===== src/hdl/ceh_pkg.sv =====
package ceh_pkg;

	// ****************************************
	// register map (offsets overridable in the top)
	// ****************************************
	localparam logic [11:0] CEH_OFF_FLAGS    = 12'h000;
	localparam logic [11:0] CEH_OFF_ENABLE   = 12'h004;
	localparam logic [11:0] CEH_OFF_PRIO     = 12'h008;
	localparam logic [11:0] CEH_OFF_LEVEL    = 12'h00c;
	localparam logic [11:0] CEH_OFF_IRQ_STAT = 12'h010;
	localparam logic [11:0] CEH_OFF_IRQ_MASK = 12'h014;

	localparam int          CEH_NUM_EVT  = 8;
	localparam int          CEH_HIGH_LSB = 4;
	localparam int          CEH_LVL_HIGH = 1;
	localparam int          CEH_LVL_LOW  = 0;
	localparam int          CEH_IRQ_HIGH = 1;
	localparam int          CEH_IRQ_LOW  = 0;
	localparam logic [7:0]  CEH_PRIO_NONE  = 8'hff;
	localparam logic [7:0]  CEH_RST_BYTE   = 8'h00;
	localparam logic [1:0]  CEH_HTRANS_NSQ = 2'h2;
	localparam logic [2:0]  CEH_HSIZE_WORD = 3'h2;

	// ****************************************
	// types
	// ****************************************
	typedef enum logic [1:0] {
		CEH_ST_IDLE = 2'b01,
		CEH_ST_DATA = 2'b10
	} ceh_bus_st_t;

	typedef struct packed {
		logic       sel;
		logic       write;
		logic [11:0] addr;
	} ceh_aphase_t;

	typedef struct packed {
		ceh_bus_st_t st;
		ceh_aphase_t ap;
		logic [7:0]  sync1;
		logic [7:0]  sync2;
		logic [7:0]  prev;
		logic [7:0]  flags;
		logic [7:0]  enable;
		logic [7:0]  prio;
		logic [1:0]  level;
		logic [1:0]  irq_stat;
		logic [1:0]  irq_mask;
		logic        irq;
		logic        ev_high;
		logic        ev_low;
		logic [31:0] rdata;
	} ceh_state_t;

endpackage


===== src/hdl/ceh_event_handler.sv =====
//Behaviour
// - eight independent event inputs split into two priority levels
// - high level is events seven to four, low level three to zero
// - each event input is sampled by the system clock before edge detection
// - each level drives its own processor event request line directly
// - flag sets only on sampled rising edge while its enable bit is one
// - a set flag stays pending until software clears it
// - writing one clears a flag, writing zero leaves it unchanged
// - global reset clears all event flags
// - eight-bit read-write enable register, one enables, resets to zero
// - read-only code of highest set event, all ones when none set
// - level status bit one for high, bit zero for low, others zero
// - register offsets are parameters of the block
//
// The register addresses and the AHB-Lite slave port were left to the implementer.
module ceh_event_handler
	import ceh_pkg::*;
#(
	parameter logic [11:0] OFF_FLAGS    = CEH_OFF_FLAGS,
	parameter logic [11:0] OFF_ENABLE   = CEH_OFF_ENABLE,
	parameter logic [11:0] OFF_PRIO     = CEH_OFF_PRIO,
	parameter logic [11:0] OFF_LEVEL    = CEH_OFF_LEVEL,
	parameter logic [11:0] OFF_IRQ_STAT = CEH_OFF_IRQ_STAT,
	parameter logic [11:0] OFF_IRQ_MASK = CEH_OFF_IRQ_MASK
) (
	// clock and reset
	input  wire logic        clk,
	input  wire logic        reset_n,
	// ahb-lite slave
	input  wire logic        hsel,
	input  wire logic [31:0] haddr,
	input  wire logic [1:0]  htrans,
	input  wire logic        hwrite,
	input  wire logic [2:0]  hsize,
	input  wire logic [31:0] hwdata,
	input  wire logic        hready,
	output logic      [31:0] hrdata,
	output logic             hreadyout,
	output logic             hresp,
	// event sources
	input  wire logic [7:0]  event_src,
	// processor event requests and interrupt
	output logic             cpu_event_line_a,
	output logic             cpu_event_line_b,
	output logic             irq
);

	// ****************************************
	// helpers
	// ****************************************
	// higher number wins; the scan walks upward so the last hit stays
	function automatic logic [7:0] top_code(input logic [7:0] f);
		logic [7:0] c;
		c = CEH_PRIO_NONE;
		for (int i = 0; i < CEH_NUM_EVT; i++) begin
			if (f[i]) begin
				c = 8'(i);
			end
		end
		return c;
	endfunction

	function automatic logic [1:0] lvl_of(input logic [7:0] f);
		logic [1:0] l;
		l = 2'h0;
		l[CEH_LVL_HIGH] = |f[CEH_NUM_EVT-1:CEH_HIGH_LSB];
		l[CEH_LVL_LOW]  = |f[CEH_HIGH_LSB-1:0];
		return l;
	endfunction

	// ****************************************
	// state
	// ****************************************
	ceh_state_t s_r;
	ceh_state_t s_nxt;
	logic [7:0] rise;
	logic [7:0] clr;
	logic [7:0] flags_new;
	logic [1:0] lvl_new;
	logic [1:0] stat_new;
	logic       wr_data;

	always_comb begin
		s_nxt = s_r;
		// two-stage sampler; only sync2 feeds the edge detector
		s_nxt.sync1 = event_src;
		s_nxt.sync2 = s_r.sync1;
		s_nxt.prev  = s_r.sync2;
		rise = s_r.sync2 & ~s_r.prev & s_r.enable;
		wr_data = (s_r.st == CEH_ST_DATA) && s_r.ap.sel && s_r.ap.write;
		clr = 8'h00;
		if (wr_data && s_r.ap.addr == OFF_FLAGS) begin
			clr = hwdata[7:0];
		end
		// a rising edge in the clearing cycle survives
		flags_new = (s_r.flags & ~clr) | rise;
		s_nxt.flags = flags_new;
		if (wr_data && s_r.ap.addr == OFF_ENABLE) begin
			s_nxt.enable = hwdata[7:0];
		end
		lvl_new = lvl_of(flags_new);
		s_nxt.prio  = top_code(flags_new);
		s_nxt.level = lvl_new;
		s_nxt.ev_high = lvl_new[CEH_LVL_HIGH];
		s_nxt.ev_low  = lvl_new[CEH_LVL_LOW];
		// level-event interrupt: each level going pending is a sticky event
		stat_new = s_r.irq_stat;
		if (wr_data && s_r.ap.addr == OFF_IRQ_STAT) begin
			stat_new = stat_new & ~hwdata[1:0];
		end
		stat_new = stat_new | (lvl_new & ~s_r.level);
		s_nxt.irq_stat = stat_new;
		if (wr_data && s_r.ap.addr == OFF_IRQ_MASK) begin
			s_nxt.irq_mask = hwdata[1:0];
		end
		s_nxt.irq = |(stat_new & s_nxt.irq_mask);
		// bus: one address phase, one zero-wait data phase
		s_nxt.ap.sel   = hsel && hready && htrans == CEH_HTRANS_NSQ;
		s_nxt.ap.write = hwrite;
		s_nxt.ap.addr  = haddr[11:0];
		s_nxt.st = s_nxt.ap.sel ? CEH_ST_DATA : CEH_ST_IDLE;
		s_nxt.rdata = 32'h0;
		if (s_nxt.ap.sel && !hwrite) begin
			case (haddr[11:0])
				OFF_FLAGS:    s_nxt.rdata = {24'h0, flags_new};
				OFF_ENABLE:   s_nxt.rdata = {24'h0, s_nxt.enable};
				OFF_PRIO:     s_nxt.rdata = {24'h0, s_nxt.prio};
				OFF_LEVEL:    s_nxt.rdata = {30'h0, lvl_new};
				OFF_IRQ_STAT: s_nxt.rdata = {30'h0, stat_new};
				OFF_IRQ_MASK: s_nxt.rdata = {30'h0, s_nxt.irq_mask};
				default:      s_nxt.rdata = 32'h0;
			endcase
		end
		if (!reset_n) begin
			s_nxt = '0;
			s_nxt.st   = CEH_ST_IDLE;
			s_nxt.prio = CEH_PRIO_NONE;
			s_nxt.flags  = CEH_RST_BYTE;
			s_nxt.enable = CEH_RST_BYTE;
		end
	end

	always_ff @(posedge clk) begin
		s_r <= s_nxt;
	end

	// ****************************************
	// outputs
	// ****************************************
	assign hrdata           = s_r.rdata;
	assign hreadyout        = 1'b1;
	assign hresp            = 1'b0;
	assign cpu_event_line_a = s_r.ev_high;
	assign cpu_event_line_b = s_r.ev_low;
	assign irq              = s_r.irq;

	// ****************************************
	// checks
	// ****************************************
	a_flag_rise: assert property (@(posedge clk) disable iff (!reset_n)
		(s_r.sync2 & ~s_r.prev & s_r.enable) != 8'h00 |=> (s_r.flags != 8'h00))
		else $error("enabled rising edge did not set a flag");
	a_flag_gate: assert property (@(posedge clk) disable iff (!reset_n)
		((s_r.flags & ~$past(s_r.flags)) & ~$past(s_r.enable)) == 8'h00)
		else $error("flag set while its source disabled");
	a_flag_hold: assert property (@(posedge clk) disable iff (!reset_n)
		!(wr_data && s_r.ap.addr == OFF_FLAGS) |=> (($past(s_r.flags) & ~s_r.flags) == 8'h00))
		else $error("flag dropped without a clear");
	a_clear_one: assert property (@(posedge clk) disable iff (!reset_n)
		wr_data && s_r.ap.addr == OFF_FLAGS && rise == 8'h00
		|=> s_r.flags == ($past(s_r.flags) & ~$past(hwdata[7:0])))
		else $error("write-one clear wrong");
	a_prio_none: assert property (@(posedge clk) disable iff (!reset_n)
		s_r.flags == 8'h00 |-> s_r.prio == CEH_PRIO_NONE)
		else $error("code not all ones with no flag");
	a_prio_top: assert property (@(posedge clk) disable iff (!reset_n)
		s_r.flags[7] |-> s_r.prio == 8'h07)
		else $error("event seven not highest");
	a_level_map: assert property (@(posedge clk) disable iff (!reset_n)
		s_r.level == {|s_r.flags[7:4], |s_r.flags[3:0]})
		else $error("level status mismatch");
	a_line_map: assert property (@(posedge clk) disable iff (!reset_n)
		cpu_event_line_a == |s_r.flags[7:4] && cpu_event_line_b == |s_r.flags[3:0])
		else $error("event line mismatch");
	a_reset_clr: assert property (@(posedge clk)
		!reset_n |=> s_r.flags == 8'h00 && s_r.enable == 8'h00 && s_r.prio == CEH_PRIO_NONE)
		else $error("reset did not clear");

	// ****************************************
	// sampler and flag checks
	// ****************************************
	// the first edge after reset compares against reset values, so skip it
	a_sync_first: assert property (@(posedge clk) disable iff (!reset_n)
		$past(reset_n)
		|-> s_r.sync1 == $past(event_src))
		else $error("first sampler stage wrong");
	a_sync_second: assert property (@(posedge clk) disable iff (!reset_n)
		$past(reset_n)
		|-> s_r.sync2 == $past(s_r.sync1))
		else $error("second sampler stage wrong");
	a_prev_stage: assert property (@(posedge clk) disable iff (!reset_n)
		$past(reset_n)
		|-> s_r.prev == $past(s_r.sync2))
		else $error("edge detector history wrong");
	a_no_edge: assert property (@(posedge clk) disable iff (!reset_n)
		rise == 8'h00
		|=> (s_r.flags & ~$past(s_r.flags)) == 8'h00)
		else $error("flag set without a rising edge");

	// ****************************************
	// register checks
	// ****************************************
	a_enable_write: assert property (@(posedge clk) disable iff (!reset_n)
		wr_data && s_r.ap.addr == OFF_ENABLE
		|=> s_r.enable == $past(hwdata[7:0]))
		else $error("enable write did not land");
	a_enable_hold: assert property (@(posedge clk) disable iff (!reset_n)
		!(wr_data && s_r.ap.addr == OFF_ENABLE)
		|=> s_r.enable == $past(s_r.enable))
		else $error("enable changed without a write");
	a_prio_range: assert property (@(posedge clk) disable iff (!reset_n)
		s_r.prio == CEH_PRIO_NONE || s_r.prio < 8'h08)
		else $error("event code out of range");
	a_prio_max: assert property (@(posedge clk) disable iff (!reset_n)
		s_r.prio != CEH_PRIO_NONE
		|-> (s_r.flags >> s_r.prio[2:0]) == 8'h01)
		else $error("event code not the highest set flag");
	a_rd_level: assert property (@(posedge clk) disable iff (!reset_n)
		s_r.st == CEH_ST_DATA && s_r.ap.sel && !s_r.ap.write && s_r.ap.addr == OFF_LEVEL
		|-> hrdata[31:2] == 30'h0)
		else $error("level status upper bits not zero");

	// ****************************************
	// bus and interrupt checks
	// ****************************************
	a_bus_okay: assert property (@(posedge clk) disable iff (!reset_n)
		hreadyout && !hresp)
		else $error("bus not ready or not okay");
	a_bus_take: assert property (@(posedge clk) disable iff (!reset_n)
		hsel && hready && htrans == CEH_HTRANS_NSQ
		|=> s_r.st == CEH_ST_DATA)
		else $error("request not taken");
	a_rd_idle: assert property (@(posedge clk) disable iff (!reset_n)
		s_r.st == CEH_ST_IDLE
		|-> hrdata == 32'h0)
		else $error("read data outside a data phase");
	a_irq_out: assert property (@(posedge clk) disable iff (!reset_n)
		irq == |(s_r.irq_stat & s_r.irq_mask))
		else $error("interrupt output mismatch");
	a_irq_sticky: assert property (@(posedge clk) disable iff (!reset_n)
		!(wr_data && s_r.ap.addr == OFF_IRQ_STAT)
		|=> ($past(s_r.irq_stat) & ~s_r.irq_stat) == 2'h0)
		else $error("interrupt status dropped without a clear");
	a_irq_rise: assert property (@(posedge clk) disable iff (!reset_n)
		$past(reset_n)
		|-> (s_r.level & ~$past(s_r.level) & ~s_r.irq_stat) == 2'h0)
		else $error("level going pending did not set status");

	c_high_evt: cover property (@(posedge clk) disable iff (!reset_n) cpu_event_line_a);
	c_both_lvl: cover property (@(posedge clk) disable iff (!reset_n)
		cpu_event_line_a && cpu_event_line_b);
	c_clear_evt: cover property (@(posedge clk) disable iff (!reset_n)
		s_r.flags != 8'h00 ##1 s_r.flags == 8'h00);
	c_irq: cover property (@(posedge clk) disable iff (!reset_n) irq);

endmodule


===== config.mk =====
export PLATFORM = sky130hd
export DESIGN_NAME = ceh_event_handler
export DESIGN_NICKNAME = d
export VERILOG_FILES = /design/src/hdl/ceh_pkg.sv /design/src/hdl/ceh_event_handler.sv
export SDC_FILE = /design/constraint.sdc
export NUM_CORES = 1
export LEC_CHECK = 0
export ABC_AREA = 1
export BUFFER_PORTS_ARGS = -buffer_cell sky130_fd_sc_hd__buf_2
export CORE_ASPECT_RATIO = 0.6
export CORE_UTILIZATION = 25
export CTS_BUF_LIST = sky130_fd_sc_hd__clkbuf_8 sky130_fd_sc_hd__clkbuf_16
export DETAILED_ROUTE_END_ITERATION = 10
export PLACE_DENSITY = 0.46
export SLEW_MARGIN = 20
export SYNTH_ARGS = -nofsm -noshare
export SYNTH_HDL_FRONTEND = slang
export SYNTH_SLANG_ARGS = --single-unit
export TNS_END_PERCENT = 20

===== constraint.sdc =====
create_clock -name clk -period 2.84 [get_ports clk]
set_input_delay 0.142 -clock clk [delete_from_list [all_inputs] [get_ports clk]]
set_output_delay 0.142 -clock clk [all_outputs]
set_load 0.01 [all_outputs]

==> impl_metrics.csv <==
group,metric,value,unit
drt,dr_total_vias,2276,
sta,fin_setup_tns,0,ps
sta,setup_violations,0,
cells_and_area,antenna_cells,0,
drt,viasPerCell,3.59,
cts,hold_buffers,14,
sta,finalCritPeriodShare,0.692,
cts,postCtsSetupRepairBufs,0,
placed_design,hpwl,4970,µm
drt,wirelength,6550,µm
synth,yosys_most_used_dff,"dfxtp_1",
cts,clkSinkCount,70,
floorplan,dieWidth,145,µm
cells_and_area,area_delta_synth_final,22.7,%
synth,yosys.area_share.simple,0.253,
floorplan,core_area,11600,µm²
cts,cts_buffer_depth,2,
critical_path,crit_fanout,6,
critical_path,worst_setup_path_start_kind,"input port",
synth,synthCells,414,
drt,final_antenna_net_count,0,
synth,synthMuxAreaShare,0,
sta,finalHoldViolCount,0,
synth,synth_edf_count,0,
synth,synth_largest_area_cell,"dfxtp_1",
synth,synth_area_per_cell,7.38,µm²
global_routing,grt_pass1_wl,10700,µm
drt,drc,0,
placed_design,placed_cells,604,
drt,wl_per_cell,10.3,µm
placed_design,place_congestion,0.791,
cells_and_area,final_layout_size_suffix_gt1_frac,0.190,
sta,clock_skew,6.14,ps
global_routing,grtUsageTotal,0.116,
synth,ys_seq_area_frac,0.458,
placed_design,placed_cell_area,3300,µm²
placed_design,port_buffers,45,
synth,synth-compound-area-share,0.0794,
drt,first_pass_iters,4,
critical_path,required,3090,ps
synth,yosysUniqueCellTypes,34,
cts,cts-root-buf,"clkbuf_16",
run,drv_cap,0,
synth,synth.top_cell.area_share,0.458,
synth,ys_warn_count,0,
cells_and_area,final_area,3750,µm²
synth,synthArstFlopShare,0,
sta,timing.fmax,0.509,GHz
cells_and_area,final_common_cell,"inv_1",
synth,synth_fa_ha_area_frac,0,
status,outcome,"finished clean",
global_routing,antenna_found_initial,0,
critical_path,critical_path_class,"input port to register",
drt,first_iter_violations,100,
sta,period_needed,1970,ps
synth,synthTopCellsByArea,"dfxtp_1 (46%), inv_1 (11%), nand2_1 (10%), buf_4 (8.4%), nor2_1 (5.4%)",
floorplan,fp.dieH,87.7,µm
global_routing,grt.overflow.total,0,
cts,clkTransAtPathRegs,60,ps
cells_and_area,final_cell_mix,"inv_1 (89), nand2_1 (85), dfxtp_1 (70)",
power_and_ir_drop,power_density,604,nW/µm²
floorplan,io_pins,119,
cts,cts_resized,0,
synth,synth_xor_area_frac,0,
power_and_ir_drop,leakage,0.00199,µW
floorplan,dieArea,12700,µm²
critical_path,arrival,2210,ps
cts,clk_latency,330,ps
floorplan,rows,30,
cts,numCtsBuffers,9,
synth,synth_seq_cells,70,
cells_and_area,fin_nets,551,
synth,synth_top_family_by_area,"simple AND/OR/NAND/NOR gates",
cts,cts_tree,"built",
floorplan,start_util,0.264,
cells_and_area,final_cells,634,
critical_path,critPathCaptureType,"register",
worst_hold_path,hold_path_class,"input port to register",
cts,htreeDepth,3,
synth,synth_area,3060,µm²
global_routing,grt_max_degree,39,
power_and_ir_drop,peakVddDrop,0.256,mV
power_and_ir_drop,finalPower,2270,µW
global_routing,grt_pass1_vias,2140,
sta,slew_viol_final,0,
sta,rsz0062_at_grt,"no",
[registers in the layout, indices dropped and copies added, names as in the netlist]
name    flops
s_r        61
irq         1
hrdata      8
[cell usage after synthesis, types with 4 or more instances]
master    number
inv_1         89
nand2_1       85
dfxtp_1       70
nor2_1        44
buf_4         34
a21oi_1       15
nor2_2         7
o21ai_0        7
clkbuf_1       6
nand3_1        6
nand2_2        5
o22ai_1        5
nand3_2        4
o21ai_1        4
[power breakdown]
| group | total (µW) | internal, µW | leakage [µW] | switching (µW) |
|---|---|---|---|---|
| sequential | 1020 | 1010 | 0.000572 | 9.44 |
| combinational | 120 | 47.3 | 0.00128 | 72.3 |
| clock | 1130 | 691 | 0.000143 | 439 |
[worst max-delay path: stages]
cell           delay [ps]
dlygate4sd3_1         530
buf_2                 130
nor2_1                 90
nand2_1               130
nor2_1                150
nand3_1               120
nor2_2                230
nor2_1                 60
o211ai_1              110
and3_1                240
inv_1                 110
a21oi_1               160
[through the flow]
step / hold WS (ps) / worst slack, ps / utilization
after floorplan: 230 / 1330 / -
after global placement: 330 / 942 / 0.285
after detailed placement: 328 / 947 / 0.285
after CTS: 2.79 / 874 / 0.323
after global routing: 10.9 / 706 / 0.323
final: 19.5 / 874 / 0.323
[area by class of cell]
class,count,area [µm²]
fill,1274,7850
clock buffer,9,225
clock inverter,7,80.1
tap,160,200
timing repair buffer,61,380
multi-input combinational,234,1110
inverter,93,349
sequential,70,1400
[final timing paths]
kind | startpoint | endpoint | slack, ps | depth (start not counted)
setup reg to reg | s_r[103] | hrdata[0] | 950 | 12
hold reg to reg | s_r[84] | s_r[76] | 410 | 2
hold / removal | htrans[0] | s_r[103] | 20 | 3
setup / recovery | haddr[9] | hrdata[0] | 870 | 12
[metal layers]
| metal | vias to the layer above | global-route usage | part of all wire |
|---|---|---|---|
| met4 | 0 | 0.0373 | 0.0046 |
| met5 | - | 0 | 0 |
| met2 | 56 | 0.154 | 0.37 |
| met3 | 2 | 0.0476 | 0.063 |
| li1 | 1281 | - | - |
| met1 | 937 | 0.167 | 0.57 |
[logic make-up (layout without fill, tap and decap cells)]
family | after synthesis | count (layout)
DFF | 70 | 70
other | 2 | 26
and+or+nand+nor | 168 | 168
buffers and inverters | 134 | 170
AOI/OAI and AO/OA | 40 | 40
No activity file was read; power rests on OpenSTA's default activity.
